**config.mk**
```make
export PLATFORM = sky130hd
export DESIGN_NAME = instr_decoder
export DESIGN_NICKNAME = d
export VERILOG_FILES = /design/src/common/decoder_pkg.sv /design/src/core/instr_decoder.sv
export VERILOG_INCLUDE_DIRS = /design/src /design/src/common
export SDC_FILE = /design/constraint.sdc
export NUM_CORES = 1
export LEC_CHECK = 0
export ABC_AREA = 1
export BUFFER_PORTS_ARGS = -buffer_cell sky130_fd_sc_hd__buf_4
export CORE_ASPECT_RATIO = 0.7
export CORE_MARGIN = 1
export CORE_UTILIZATION = 55
export CTS_BUF_LIST = sky130_fd_sc_hd__clkbuf_16
export DETAILED_ROUTE_END_ITERATION = 7
export PLACE_DENSITY = 0.8
export SETUP_SLACK_MARGIN = 0.15
export SLEW_MARGIN = 30
export SYNTH_ARGS = -nofsm -noshare
export SYNTH_HDL_FRONTEND = slang
export SYNTH_SLANG_ARGS = --single-unit
export TNS_END_PERCENT = 1
```
**constraint.sdc**
```tcl
create_clock -name pclk -period 2.01 [get_ports pclk]
set_input_delay 0.402 -clock pclk [delete_from_list [all_inputs] [get_ports pclk]]
set_output_delay 0.402 -clock pclk [all_outputs]
set_load 0.005 [all_outputs]
```
**src/common/decoder_regs.svh**
```systemverilog
// register offsets, field positions, reset values and timing for the decoder
`ifndef DECODER_REGS_SVH
`define DECODER_REGS_SVH
`define OFF_CTRL 8'h00
`define OFF_STATUS 8'h04
`define OFF_LAST 8'h08
`define OFF_COUNT 8'h0C
`define CTRL_RUN 0
`define CTRL_EXT 1
`define CTRL_MASK 32'h0000_0003
`define CTRL_RST 32'h0000_0001
`define ST_ERR 6
`define Q_LAST 2'h3
`define F_CAT 15:14
`define F_PFX 15:12
`define F_BOP 13:10
`define F_D 9
`define F_A 8
`define F_F 7:0
`define F_BOP2 13:12
`define F_B 11:9
`define F_LOP 13:10
`define F_LEXT 13:11
`define F_PTR 9:8
`define F_K 7:0
`define F_CSUB 11:10
`define F_S 0
`define F_MM 1:0
`define F_BCND 11
`define F_NL 10:0
`define F_NS 7:0
`define F_LSEL1 11
`define F_HI 7:0
`define F_W2 11:0
`define PFX_CALL 4'hC
`define PFX_BRA 4'hD
`define PFX_LONG 4'hE
`define PFX_SECOND 4'hF
`define BOP_SKIP 4'hC
`define BIT_TEST 2'h3
`define LOP_NONE 4'h0
`define LOP_PTR 4'h1
`define LOP_EXT 3'h7
`define CSUB_CALLRET 2'h1
`define CSUB_TABLE 2'h2
`define CSUB_JUMP 2'h3
`endif

```
**src/common/decoder_pkg.sv**
```systemverilog
// types shared by the instruction decoder and its users
package decoder_pkg;
   typedef enum logic [1:0] {CAT_BYTE, CAT_BIT, CAT_LIT, CAT_CTRL} cat_t;
   typedef enum logic [1:0] {S_EXEC, S_OPERAND, S_FLUSH} st_t;
   typedef struct packed {
      logic valid;
      logic is_nop;
      cat_t cat;
      logic [7:0] fadr;
      logic dest_file;
      logic banked;
      logic [2:0] bitn;
      logic [7:0] lit;
      logic [1:0] ptr;
      logic fast;
      logic [1:0] tmode;
      logic [19:0] addr;
      logic two_word;
      logic pc_chg;
      logic is_cond;
      logic ext;
   } dec_t;
   typedef struct packed {
      logic psel;
      logic penable;
      logic pwrite;
      logic [7:0] paddr;
      logic [31:0] pwdata;
   } apb_req_t;
   typedef struct packed {
      logic pready;
      logic [31:0] prdata;
      logic pslverr;
   } apb_rsp_t;
endpackage

```
**src/core/instr_decoder.sv**
```systemverilog
// instruction format decoder with sequencing and apb status registers
//
// Function
// - standard set always decoded; eight extended codes decode only when enabled.
// - four instructions span two words; both fetched before issue.
// - each word splits into opcode bits and operand fields.
// - every word sorts into byte, bit, literal or control category.
// - byte instructions carry file address, destination and access selector.
// - destination zero writes accumulator_register, one writes file register.
// - bit instructions carry file address, bit number and access selector.
// - literal instructions carry constant, optional pointer select, or nothing.
// - control carries program address, call/return mode, table mode or nothing.
// - second word of a two-word instruction has top four bits set.
// - second word reached alone executes as a no-operation.
// - one cycle; taken test or program counter change adds a no-operation cycle.
// - two-word instructions take two instruction cycles; three here when they change the program counter.
// - one instruction cycle lasts four oscillator periods.
// - access selector zero uses fixed region, one uses bank_select_register bank.
// - bit number is three bits, positions zero to seven.
// - fast selector one saves or restores shadow registers, zero leaves them.
// - table mode picks unchanged, post-inc, post-dec or pre-inc table_pointer.
//
// Implementation choices: the address map and the APB slave port.
`timescale 1ns/100ps
`include "decoder_regs.svh"
module instr_decoder (
   // clock and reset
   input wire logic pclk,
   input wire logic presetn,
   input wire logic ce,
   // register bus
   input wire decoder_pkg::apb_req_t apb_req,
   output decoder_pkg::apb_rsp_t apb_rsp,
   // program memory
   input wire logic [15:0] fetch_word,
   output logic fetch_adv,
   // datapath
   input wire logic cond_true,
   output decoder_pkg::dec_t dec,
   output logic issue,
   output logic retire,
   output logic [1:0] ins_cycles,
   output logic q_end
);
   import decoder_pkg::*;

   function automatic dec_t nop_dec();
      dec_t d;
      d = '0;
      d.valid = 1'b1;
      d.is_nop = 1'b1;
      d.cat = CAT_CTRL;
      return d;
   endfunction

   function automatic dec_t decode(input logic [15:0] w, input logic xe);
      dec_t d;
      d = '0;
      d.valid = 1'b1;
      d.fadr = w[`F_F];
      d.banked = w[`F_A];
      case (w[`F_CAT])
         2'h0: begin
            d.cat = CAT_BYTE;
            d.dest_file = w[`F_D];
            d.is_cond = (w[`F_BOP] >= `BOP_SKIP);
         end
         2'h1: begin
            d.cat = CAT_BIT;
            d.bitn = w[`F_B];
            d.is_cond = (w[`F_BOP2] == `BIT_TEST);
         end
         2'h2: begin
            d.cat = CAT_LIT;
            d.fadr = '0;
            d.banked = 1'b0;
            d.lit = (w[`F_LOP] == `LOP_NONE) ? 8'h00 : w[`F_K];
            d.ptr = (w[`F_LOP] == `LOP_PTR) ? w[`F_PTR] : 2'h0;
            d.ext = (w[`F_LEXT] == `LOP_EXT);
            if (d.ext && !xe) begin
               d = nop_dec();
            end
         end
         default: begin
            d.cat = CAT_CTRL;
            d.fadr = '0;
            d.banked = 1'b0;
            case (w[`F_PFX])
               `PFX_CALL: begin
                  if (w[`F_CSUB] == `CSUB_CALLRET) begin
                     d.fast = w[`F_S];
                     d.pc_chg = 1'b1;
                  end else if (w[`F_CSUB] == `CSUB_TABLE) begin
                     d.tmode = w[`F_MM];
                  end else if (w[`F_CSUB] == `CSUB_JUMP) begin
                     d.pc_chg = 1'b1;
                  end
               end
               `PFX_BRA: begin
                  if (w[`F_BCND]) begin
                     d.is_cond = 1'b1;
                     d.addr = {12'h000, w[`F_NS]};
                  end else begin
                     d.pc_chg = 1'b1;
                     d.addr = {9'h000, w[`F_NL]};
                  end
               end
               `PFX_LONG: begin
                  d.two_word = 1'b1;
                  d.addr = {w[`F_HI], 12'h000};
                  d.ptr = w[`F_MM];
                  d.pc_chg = ~w[`F_LSEL1];
               end
               default: d = nop_dec();
            endcase
         end
      endcase
      return d;
   endfunction

   logic [1:0] q_q;
   st_t st_q, st_d;
   dec_t out_q, out_d;
   logic [15:0] first_q, first_d, word_q, word_d;
   logic issue_q, issue_d, retire_q, err_q, err_set, adv;
   logic [1:0] cyc_q;
   logic [15:0] cnt_q;
   logic [31:0] ctrl_q, rdata_q, rdata_d;
   logic rdy_q;
   dec_t dw, dl;

   wire run = ctrl_q[`CTRL_RUN];
   wire ext_en = ctrl_q[`CTRL_EXT];
   wire bnd = ce & run & (q_q == `Q_LAST);
   wire need_flush = out_q.valid & (out_q.pc_chg | (out_q.is_cond & cond_true));
   wire [1:0] base = out_q.two_word ? 2'h2 : 2'h1;
   wire do_retire = bnd & (st_q == S_EXEC) & out_q.valid & ~out_q.is_nop;
   assign dw = decode(fetch_word, ext_en);
   assign dl = decode(first_q, ext_en);

   always_comb begin
      st_d = st_q;
      out_d = out_q;
      issue_d = 1'b0;
      first_d = first_q;
      word_d = word_q;
      err_set = 1'b0;
      adv = 1'b0;
      if (bnd) begin
         case (st_q)
            S_OPERAND: begin
               adv = 1'b1;
               st_d = S_EXEC;
               out_d = dl;
               out_d.addr = {first_q[`F_HI], fetch_word[`F_W2]};
               issue_d = 1'b1;
               word_d = first_q;
               err_set = (fetch_word[`F_PFX] != `PFX_SECOND);
            end
            default: begin
               adv = 1'b1;
               if (st_q == S_EXEC && need_flush) begin
                  st_d = S_FLUSH;
                  out_d = nop_dec();
                  issue_d = 1'b1;
               end else if (dw.two_word) begin
                  st_d = S_OPERAND;
                  first_d = fetch_word;
                  out_d = '0;
               end else begin
                  st_d = S_EXEC;
                  out_d = dw;
                  issue_d = 1'b1;
                  word_d = fetch_word;
               end
            end
         endcase
      end
   end

   always_ff @(posedge pclk or negedge presetn) begin
      if (!presetn) begin
         q_q <= 2'h0;
         st_q <= S_EXEC;
         out_q <= '0;
         first_q <= 16'h0000;
         word_q <= 16'h0000;
         issue_q <= 1'b0;
      end else if (ce) begin
         q_q <= q_q + 2'h1;
         st_q <= st_d;
         out_q <= out_d;
         first_q <= first_d;
         word_q <= word_d;
         issue_q <= issue_d;
      end
   end

   always_ff @(posedge pclk or negedge presetn) begin
      if (!presetn) begin
         retire_q <= 1'b0;
         cyc_q <= 2'h0;
         cnt_q <= 16'h0000;
      end else if (ce) begin
         retire_q <= do_retire;
         if (do_retire) begin
            cyc_q <= base + {1'b0, need_flush};
         end
         if (issue_d && !out_d.is_nop) begin
            cnt_q <= cnt_q + 16'h0001;
         end
      end
   end

   // apb slave: read data captured in setup, zero-wait access
   wire acc = apb_req.psel & apb_req.penable;
   wire [7:0] pa = apb_req.paddr;
   wire hit_ctrl = (pa == `OFF_CTRL);
   wire hit_stat = (pa == `OFF_STATUS);
   wire mapped = hit_ctrl | hit_stat | (pa == `OFF_LAST) | (pa == `OFF_COUNT);
   wire pready = acc & rdy_q & ce;
   wire wr = pready & apb_req.pwrite;
   wire err_clr = wr & hit_stat & apb_req.pwdata[`ST_ERR];

   always_comb begin
      if (hit_ctrl) begin
         rdata_d = ctrl_q;
      end else if (hit_stat) begin
         rdata_d = {25'h0, err_q, cyc_q, out_q.cat, st_q};
      end else if (pa == `OFF_LAST) begin
         rdata_d = {16'h0000, word_q};
      end else if (pa == `OFF_COUNT) begin
         rdata_d = {16'h0000, cnt_q};
      end else begin
         rdata_d = 32'h0000_0000;
      end
   end

   always_ff @(posedge pclk or negedge presetn) begin
      if (!presetn) begin
         ctrl_q <= `CTRL_RST;
         err_q <= 1'b0;
         rdy_q <= 1'b0;
         rdata_q <= 32'h0000_0000;
      end else if (ce) begin
         rdy_q <= apb_req.psel & ~pready;
         if (apb_req.psel && !rdy_q) begin
            rdata_q <= rdata_d;
         end
         if (wr && hit_ctrl) begin
            ctrl_q <= apb_req.pwdata & `CTRL_MASK;
         end
         err_q <= err_set | (err_q & ~err_clr);
      end
   end

   assign apb_rsp.pready = pready;
   assign apb_rsp.prdata = rdata_q;
   assign apb_rsp.pslverr = pready & ~mapped;
   assign dec = out_q;
   assign issue = issue_q;
   assign retire = retire_q;
   assign ins_cycles = cyc_q;
   assign q_end = bnd;
   assign fetch_adv = adv;
endmodule

```
==> results.toml, run 1 <==
[detailed_routing]
wl_per_cell_um = 17.2
ant_nets = 0
num_vias = 6619
totalWireLength_mm = 20.1
routed_via_density = 5.64
drc_errors = 0
drt_iter0_drc = 730
dr.pass1.iters = 5

[timing]
whs_ps = 223
fin_crit_ps = 1890
setup_ws_ps = 122
rsz0062_at_grt = "yes"
finalMaxSlewViolations = 0
fin_skew_ps = 14.8
hold_violations = 0
slew_headroom_pct = 66.6
fin_setup_tns_ps = 0
finalCritPeriodShare_pct = 93.9
worstMarginPinSlew_ps = 498
fmax_mhz = 530
setup_viol = 0

[worst_setup_path]
critPathKind = "flop to output pin"
regToRegStartpoint = "ctrl_q[0]"
rrSetupSlack_ps = 210
arrival_ps = 1490
cp-end-kind = "output pin"
cp.required_ps = 1610
critPathMaxFanout = 3
reg2regPathDepth = 8
cp-start-kind = "flop"
timing.rr.end = "first_q[11]"

[min_path]
hp-class = "input port to flop"
whs_path_depth = 3
worstHoldStart = "apb_req[0]"
hold_path_end = "ctrl_q[0]"

[global_routing]
grt_max_degree = 61
grt_pass1_vias = 6065
globalRouteTotalUtil_pct = 32.9
overflow = 0
grt_pass1_wl_mm = 32.0
antenna_found_initial = 0

[clock_tree]
cts_root_buf = "clkbuf_16"
h-tree-depth = 4
cts.sinks = 130
clk_pin_slew_ps = 60
clk_path_buf_depth = 2
worstSkewPairLatency_ps = 420
cts_tree = "built"
numCtsBuffers = 17

[synthesis]
syn_area_um2 = 6910
ys_ff_latch = 130
yosys_warnings = 0
synthesis.instances = 886
synth_cell_types = 47
yosysSeqAreaShare_pct = 47.1
syn_area_per_cell_um2 = 7.80

[placement]
dp_hpwl_mm = 14.5
dp_slack_ps = 113
gp_congestion = 0.998
io_buffers = 111
dp_cells = 1139

[power]
power_frac_comb_pct = 6.5
ir_drop_uv = 611
switching_share_pct = 24.6
p_sw_mw = 1.46
internal-power_mw = 4.49
p_per_area_nw_per_um2 = 699
seq_power_share_pct = 45.2
leakage_nw = 4.39
clockPowerShare_pct = 48.4
fin_total_pwr_mw = 5.95

[layout]
drive_above_1_share_pct = 21.5
fin_cells = 1174
nNetsFinal = 1070
area_growth_pct = 23.1
n_antenna_cell = 0
n_fill_cell = 988

[floorplan]
core_area_um2 = 12000
start_util_pct = 57.7
die_x_um = 136
ioPinCount = 157
die_height_um = 95.8
rows = 33
die_area_um2 = 13000

[status]
outcome = "complete, no violations"

[job]
drv_cap = 0
-- cells in the mapped netlist, drive strengths merged --
library cell,count,area (um2)
a31oi,2,12.5
inv,92,350
clkinv,1,3.75
o31ai,3,22.5
nand2,267,1050
o22ai,2,12.5
mux2,1,11.3
a2bb2oi,2,17.5
clkbuf,7,26.3
o21ai,68,340
buf,41,287
o211ai,3,22.5
dfrtp,129,3230
a21boi,9,67.6
xor2,11,96.3
a32oi,2,17.5
conb,1,3.75
nand3,102,533
a211oi,1,7.51
o21a,2,15.0
ha,3,37.5
nand4,16,106
dfstp,1,26.3
a22oi,2,15.0
o221ai,9,78.8
nor2,79,327
a21oi,7,42.5
nor3,12,85.1
or2,11,68.8
-- worst max-delay path, stage by stage (launching register included) --
cell	delay, ps
dfrtp_1	410
nand2_2	100
nor2_4	110
nand2_1	80
a211oi_2	230
buf_4	150
-- cell families after synthesis --
| logic type | share of synthesized area (%) |
|---|---|
| compound gates | 9.72 |
| xor+xnor | 1.39 |
| fa+ha+maj | 0.543 |
| buf+inv | 9.65 |
| flops | 47.1 |
| mux | 0.163 |
| other cells | 0.0542 |
| simple gates | 31.4 |
-- cell usage in the layout, fill, tap and decap left out, types with 16 or more instances in the layout --
cell type    n
nand2_1    255
clkbuf_16   17
buf_4      125
dfrtp_1    129
nor2_1      70
o21ai_0     53
inv_1       81
conb_1      16
nand3_1     99
-- power groups by stage --
stage / combinational, mW / clock [mW] / sequential [mW]
floorplan: 0.192 / 0 / 2.73
global placement: 0.364 / 0 / 2.73
detailed placement: 0.371 / 0 / 2.73
CTS: 0.379 / 2.88 / 2.68
global route: 0.431 / 3.02 / 2.69
finish: 0.384 / 2.88 / 2.69
-- layer usage --
layer	part of all wire [%]	vias up	GRT usage, %
li1	-	3081	-
met2	41	377	45.3
met5	0	-	0
met4	1.2	0	8.61
met1	45	3139	48.5
met3	12	22	11.9
-- state kept, by name (all words and copies together) (netlist names) --
register	count
cnt_q	16
st_q	2
q_q	2
dec	54
ctrl_q	2
err_q	1
ins_cycles	2
first_q	16
rdy_q	1
word_q	16
issue	1
retire	1
rdata_q	16
-- area by class of cell --
class	count	area, um2	area share [%]
well taps	157	196	2.31
multi-input cells	630	3070	36.1
inverters	93	359	4.22
flip-flops and latches	130	3250	38.2
repair buffers	132	1080	12.7
clock inverters	15	121	1.43
clock buffers	17	425	5.00
-- worst max-delay path by stage --
| stage | depth (start not counted) | start | end | slack [ps] |
|---|---|---|---|---|
| final | 5 | rdy_q | apb_rsp[0] | 120 |
| after global routing | 5 | rdy_q | apb_rsp[0] | 70 |
| after CTS | 5 | rdy_q | apb_rsp[0] | 120 |
| after detailed placement | 8 | apb_req[32] | apb_rsp[0] | 110 |
| after global placement | 8 | apb_req[32] | apb_rsp[0] | 160 |
| after floorplan | 5 | ctrl_q[0] | q_end | 370 |
-- timing repair --
item / CTS / global route
hold buffers: 1 / 0
hold endpoints to repair: 27 / 0
pin swaps: 2 / 2
gates cloned: 1 / 0
setup endpoints to repair: 3 / 14
setup buffers: 1 / 0
resized for setup: 8 / 5
-- stage by stage --
| step | utilization (%) | area, um2 |
|---|---|---|
| 2_1_floorplan | - | 6970 |
| 3_3_place_gp | 65.7 | 7870 |
| 3_5_place_dp | 65.7 | 7870 |
| 4_1_cts | 71.0 | 8500 |
| 5_1_grt | 71.1 | 8510 |
| 6_report | 71.1 | 8510 |
Power figures use the tool's default switching activity.
==> run 2: changes to the inputs <==
ABC_AREA = default   (was 1)
CORE_UTILIZATION = 53   (was 55)
PLACE_DENSITY = 0.79   (was 0.8)
==> run 2 against run 1 <==
Net effect:
- sequential power about the same
- critical path depth increased by 1
- flip-flop and latch count unchanged
- first-iteration DRC count decreased by 35%
- synthesized area decreased by 9.5%
- die area decreased by 6.0%
- largest power group unchanged
- count of clock-buffer cells in the layout unchanged
- highest routed layer unchanged
- power increased by 5.5%
- fmax decreased by 3.3%
- final area decreased by 4.9%
- global-route usage decreased by 2.2 points
==> results.toml, run 2 <==
[timing]
finalMaxSlewViolations = 0
fmax_mhz = 512
fin_setup_tns_ps = 0
fin_skew_ps = 9.71
setup_viol = 0
finalCritPeriodShare_pct = 97.1
fin_crit_ps = 1950
worstMarginPinSlew_ps = 729
hold_violations = 0
slew_headroom_pct = 51.2
rsz0062_at_grt = "yes"
setup_ws_ps = 58.0

[power]
internal-power_mw = 4.79
switching_share_pct = 23.6
leakage_nw = 4.08
clockPowerShare_pct = 50.9
ir_drop_uv = 601
power_frac_comb_pct = 6.4
seq_power_share_pct = 42.7
p_per_area_nw_per_um2 = 775
p_sw_mw = 1.48

[worst_setup_path]
rrSetupSlack_ps = 80
cp-start-kind = "flop"
startpoint = "q_q[1]"
cp.required_ps = 1610
cp-end-kind = "output pin"
critPathMaxFanout = 6
critPathKind = "flop to output pin"
arrival_ps = 1550
regToRegStartpoint = "ctrl_q[0]"

[synthesis]
yosysSeqAreaShare_pct = 52.0
ys_top_cells_by_area = "dfrtp_1, nand2_1, o21ai_0"
syn_area_um2 = 6260
synth_top_family_by_area = "simple AND/OR/NAND/NOR gates"
ys.flop_type = "dfrtp_1"
ys_ff_latch = 130
synthXorXnorAreaFrac_pct = 2.38
syn_area_per_cell_um2 = 10.2
yosys-top-cells-count = "dfrtp_1, nand2_1, o21ai_0"
yosys.area_share.simple_pct = 17.1
synthesis.instances = 613
synth_compound_area_share_pct = 16.9
synthAdderAreaFrac_pct = 0.600
async_reset_ff_share_pct = 100
yosys_warnings = 0
yosys.cell_count.top_type = "dfrtp_1"
yosys.area.top_type = "dfrtp_1"
synth_edf_count = 0
netlist.area_leader.share_pct = 51.6
synth_cell_types = 60
synthMuxAreaShare_pct = 5.14

[global_routing]
grt_pass1_vias = 5101
grt_pass1_wl_mm = 28.4
overflow = 0
grt_max_degree = 63
globalRouteTotalUtil_pct = 30.7
antenna_found_initial = 0

[placement]
io_buffers = 111
dp_hpwl_mm = 12.2
gp_congestion = 0.903
dp_slack_ps = 98.2

[detailed_routing]
num_vias = 5386
totalWireLength_mm = 17.8
routed_via_density = 5.95
dr.pass1.iters = 5
drt_iter0_drc = 476
wl_per_cell_um = 19.6
drc_errors = 0
ant_nets = 0

[clock_tree]
clk_pin_slew_ps = 60
clk_path_buf_depth = 2
h-tree-depth = 4
numCtsBuffers = 17
worstSkewPairLatency_ps = 420
cts_root_buf = "clkbuf_16"
cts_tree = "built"
cts.sinks = 130

[min_path]
hp-class = "input port to flop"
worstHoldStart = "apb_req[0]"

[floorplan]
start_util_pct = 55.6
die_height_um = 92.9
rows = 32
core_area_um2 = 11300
ioPinCount = 157
die_x_um = 132
die_area_um2 = 12300

[layout]
nNetsFinal = 806
largest_reg_flops = 54
n_antenna_cell = 0
layout_commonest_cell = "buf_4"
final_cell_mix = "buf_4, dfrtp_1, nand2_1, o21ai_0, a21oi_1"
area_growth_pct = 29.4
n_fill_cell = 802
drive_above_1_share_pct = 29.3

[status]
outcome = "complete, no violations"

[job]
drv_cap = 0
## run 2: worst paths after layout
| path | to | depth (start not counted) |
|---|---|---|
| worst max-delay path | fetch_adv | 6 |
| worst min-delay path | ctrl_q[0] | 2 |
| worst max register to register | first_q[9] | 5 |
| worst min register to register | cnt_q[15] | 1 |
| max in group asynchronous | ctrl_q[0] | 3 |
| min in group asynchronous | dec[38] | 2 |
## run 2: layout make-up
class / instances / area, um2 / area share, %
Inverter: 10 / 40.0 / 0.494
Multi-Input combinational cell: 430 / 2760 / 34.0
Tap cell: 153 / 191 / 2.36
Timing Repair Buffer: 151 / 1250 / 15.5
Sequential cell: 130 / 3250 / 40.2
Clock buffer: 17 / 425 / 5.25
Clock inverter: 14 / 180 / 2.22
## run 2: routing by layer
metal | part of all wire, % | wire length (um) | up-vias | global-route usage [%]
li1 | - | - | 2419 | -
met2 | 45 | 7930 | 263 | 44.2
met5 | 0 | 0 | - | 0
met4 | 2.0 | 350 | 0 | 10.9
met1 | 45 | 8020 | 2667 | 44.4
met3 | 8.3 | 1470 | 37 | 8.32
## run 2: timing repair
action,in CTS,in global routing
endpoints found under the setup margin,42,65
setup buffers,5,2
hold endpoints to repair,27,0
hold buffers,1,0
resized for setup,9,7
pin swaps,2,2
## run 2: power groups by stage
stage | registers (mW) | clock network, mW | logic, mW
after floorplan | 2.72 | 0 | 0.167
after CTS | 2.68 | 3.20 | 0.398
final | 2.68 | 3.19 | 0.403
after detailed placement | 2.73 | 0 | 0.345
after global placement | 2.72 | 0 | 0.332
after global routing | 2.68 | 3.33 | 0.443
## run 2: through the flow
step	hold slack [ps]	total power [mW]	utilization [%]	cells	instance area, um2
floorplan	106	2.89	-	628	6320
global placement	371	3.06	65.3	866	7350
detailed placement	383	3.07	65.3	866	7350
CTS	216	6.28	71.5	903	8040
global route	224	6.46	72.0	905	8100
finish	227	6.27	72.0	905	8100
## run 2: critical path: stages, from the launching register on
cell,delay (ps)
dfrtp_1,380
ha_2,210
nand3_4,110
inv_4,60
buf_12,130
buf_8,120
buf_4,120
## run 2: cell families (layout without fill, tap and decap cells)
logic type                 count (synthesis)  after routing
and+or+nand+nor                          213            213
AOI/OAI and AO/OA                        154            154
DFF                                      130            130
buffers and inverters                     68            192
muxes                                     27             27
xor gates and xnor gates                  17             17
adders and majority gates                  3              3
other                                      1             16
==> run 3: changes to the inputs <==
CORE_MARGIN = default   (was 1)
GPL_TIMING_DRIVEN = 0   (was default)
==> run 3 against run 2 <==
Net effect:
- the run now ends with setup timing left
- power is 0.38% lower
- routed wire length is 14% higher
- register-to-register slack got worse by 50 ps
- critical path type unchanged
- worst setup slack lost 60 ps
- die area stayed put
- core utilization increased by 2.6 points
==> results.toml, run 3 (synthesized netlist as in run 2, its figures left out) <==
[worst_setup_path]
reg2regPathDepth = 6
timing.rr.end = "first_q[11]"
critPathMaxFanout = 3
rrSetupSlack_ps = 30
cp.required_ps = 1610
regToRegStartpoint = "dec[2]"
critPathKind = "flop to output pin"
cp-end-kind = "output pin"
cp-start-kind = "flop"
arrival_ps = 1610

[layout]
final_cell_mix = "buf_4, dfrtp_1, nand2_1, o21ai_0, a21oi_1"
finalInstanceArea_um2 = 8390
n_antenna_cell = 0
area_growth_pct = 34.2
nNetsFinal = 831
drive_above_1_share_pct = 32.9
largest_reg_flops = 54
n_fill_cell = 793
layout_commonest_cell = "buf_4"

[placement]
gp_congestion = 0.890
dp_slack_ps = -259
dp_hpwl_mm = 14.2
io_buffers = 108
placed_cell_area_um2 = 7350

[timing]
fmax_mhz = 497
slew_headroom_pct = 46.9
rsz0062_at_grt = "yes"
fin_setup_tns_ps = -2.44
fin_crit_ps = 2010
setup_viol = 1
finalCritPeriodShare_pct = 100
fin_skew_ps = 8.41
setup_ws_ps = -2.44
hold_violations = 0
finalMaxSlewViolations = 0
worstMarginPinSlew_ps = 796

[detailed_routing]
dr.pass1.iters = 5
drc_errors = 0
totalWireLength_mm = 20.3
drt_iter0_drc = 458
num_vias = 5720
wl_per_cell_um = 21.8
routed_via_density = 6.15
ant_nets = 0

[clock_tree]
cts_root_buf = "clkbuf_16"
h-tree-depth = 4
numCtsBuffers = 17
cts_tree = "built"
worstSkewPairLatency_ps = 420
clk_path_buf_depth = 2
cts.sinks = 130
clk_pin_slew_ps = 60

[floorplan]
ioPinCount = 157
die_area_um2 = 12300
core_area_um2 = 11300
start_util_pct = 55.6
rows = 32
die_x_um = 132
die_height_um = 92.9

[power]
power_frac_comb_pct = 6.8
ir_drop_uv = 654
internal-power_mw = 4.78
leakage_nw = 4.18
p_sw_mw = 1.47
clockPowerShare_pct = 50.1
seq_power_share_pct = 43.1
p_per_area_nw_per_um2 = 745
switching_share_pct = 23.5

[global_routing]
globalRouteTotalUtil_pct = 34.2
antenna_found_initial = 0
grt_pass1_wl_mm = 31.0
overflow = 0
grt_max_degree = 80
grt_pass1_vias = 5421

[job]
drv_cap = 0

[min_path]
whs_path_depth = 2
hold_path_end = "ctrl_q[1]"
worstHoldStart = "apb_req[1]"
hp-class = "input port to flop"

[status]
outcome = "finished with violations"
violations = "setup timing"
-- run 3: area by class of cell --
class	instances	area [um2]	share of cell area [%]
clock buffer	17	425	5.07
clock inverter	14	163	1.94
timing repair buffer	118	923	11.0
inverter	10	40.0	0.477
sequential	130	3260	38.8
buffer	58	449	5.35
multi-input combinational	430	2940	35.0
tap	153	191	2.28
-- run 3: worst max-delay path: stages (launching register included) --
cell and delay (ps):
dfrtp_1 410, ha_4 180, nand3_4 80, inv_4 50, clkbuf_16 140, buf_12 120, buf_6 100, buf_6 100
-- run 3: power groups by stage --
stage          registers, mW  logic (mW)  clock network (mW)
2_1_floorplan           2.72       0.167                   0
6_report                2.69       0.424                3.13
4_1_cts                 2.68       0.389                3.14
3_3_place_gp            2.73       0.335                   0
3_5_place_dp            2.73       0.352                   0
5_1_grt                 2.69       0.462                3.27
-- run 3: timing repair --
item / CTS / global route
gates resized for setup: 25 / 77
pin swaps: 4 / 23
endpoints found under the hold margin: 51 / 0
buffers inserted: 8 / 0
setup endpoints to repair: 98 / 119
gates cloned: 0 / 0
hold buffers: 1 / 0
-- run 3: metal layers --
| layer | track usage (%) | vias to the layer above | part of all wire (%) |
|---|---|---|---|
| li1 | - | 2477 | - |
| met3 | 10.9 | 34 | 10 |
| met2 | 48.6 | 324 | 44 |
| met4 | 11.3 | 0 | 1.4 |
| met1 | 49.2 | 2885 | 44 |
| met5 | 0 | - | 0 |
-- run 3: per-stage QoR --
step	hold WS, ps	utilization [%]	power [mW]	cells
detailed placement	335	65.4	3.08	890
floorplan	106	-	2.89	628
CTS	232	72.2	6.21	930
global route	232	74.6	6.42	930
global placement	457	65.0	3.06	889
finish	237	74.6	6.25	930
-- run 3: how the worst max path moves through the flow --
stage	startpoint	to	cells past startpoint	slack, ps
3_5_place_dp	fetch_word[14]	dec[31]	6	-260
2_1_floorplan	fetch_word[13]	first_q[11]	6	200
5_1_grt	q_q[1]	q_end	7	-50
6_report	q_q[1]	q_end	7	-2
3_3_place_gp	ce	q_end	7	-240
4_1_cts	q_q[1]	q_end	7	10
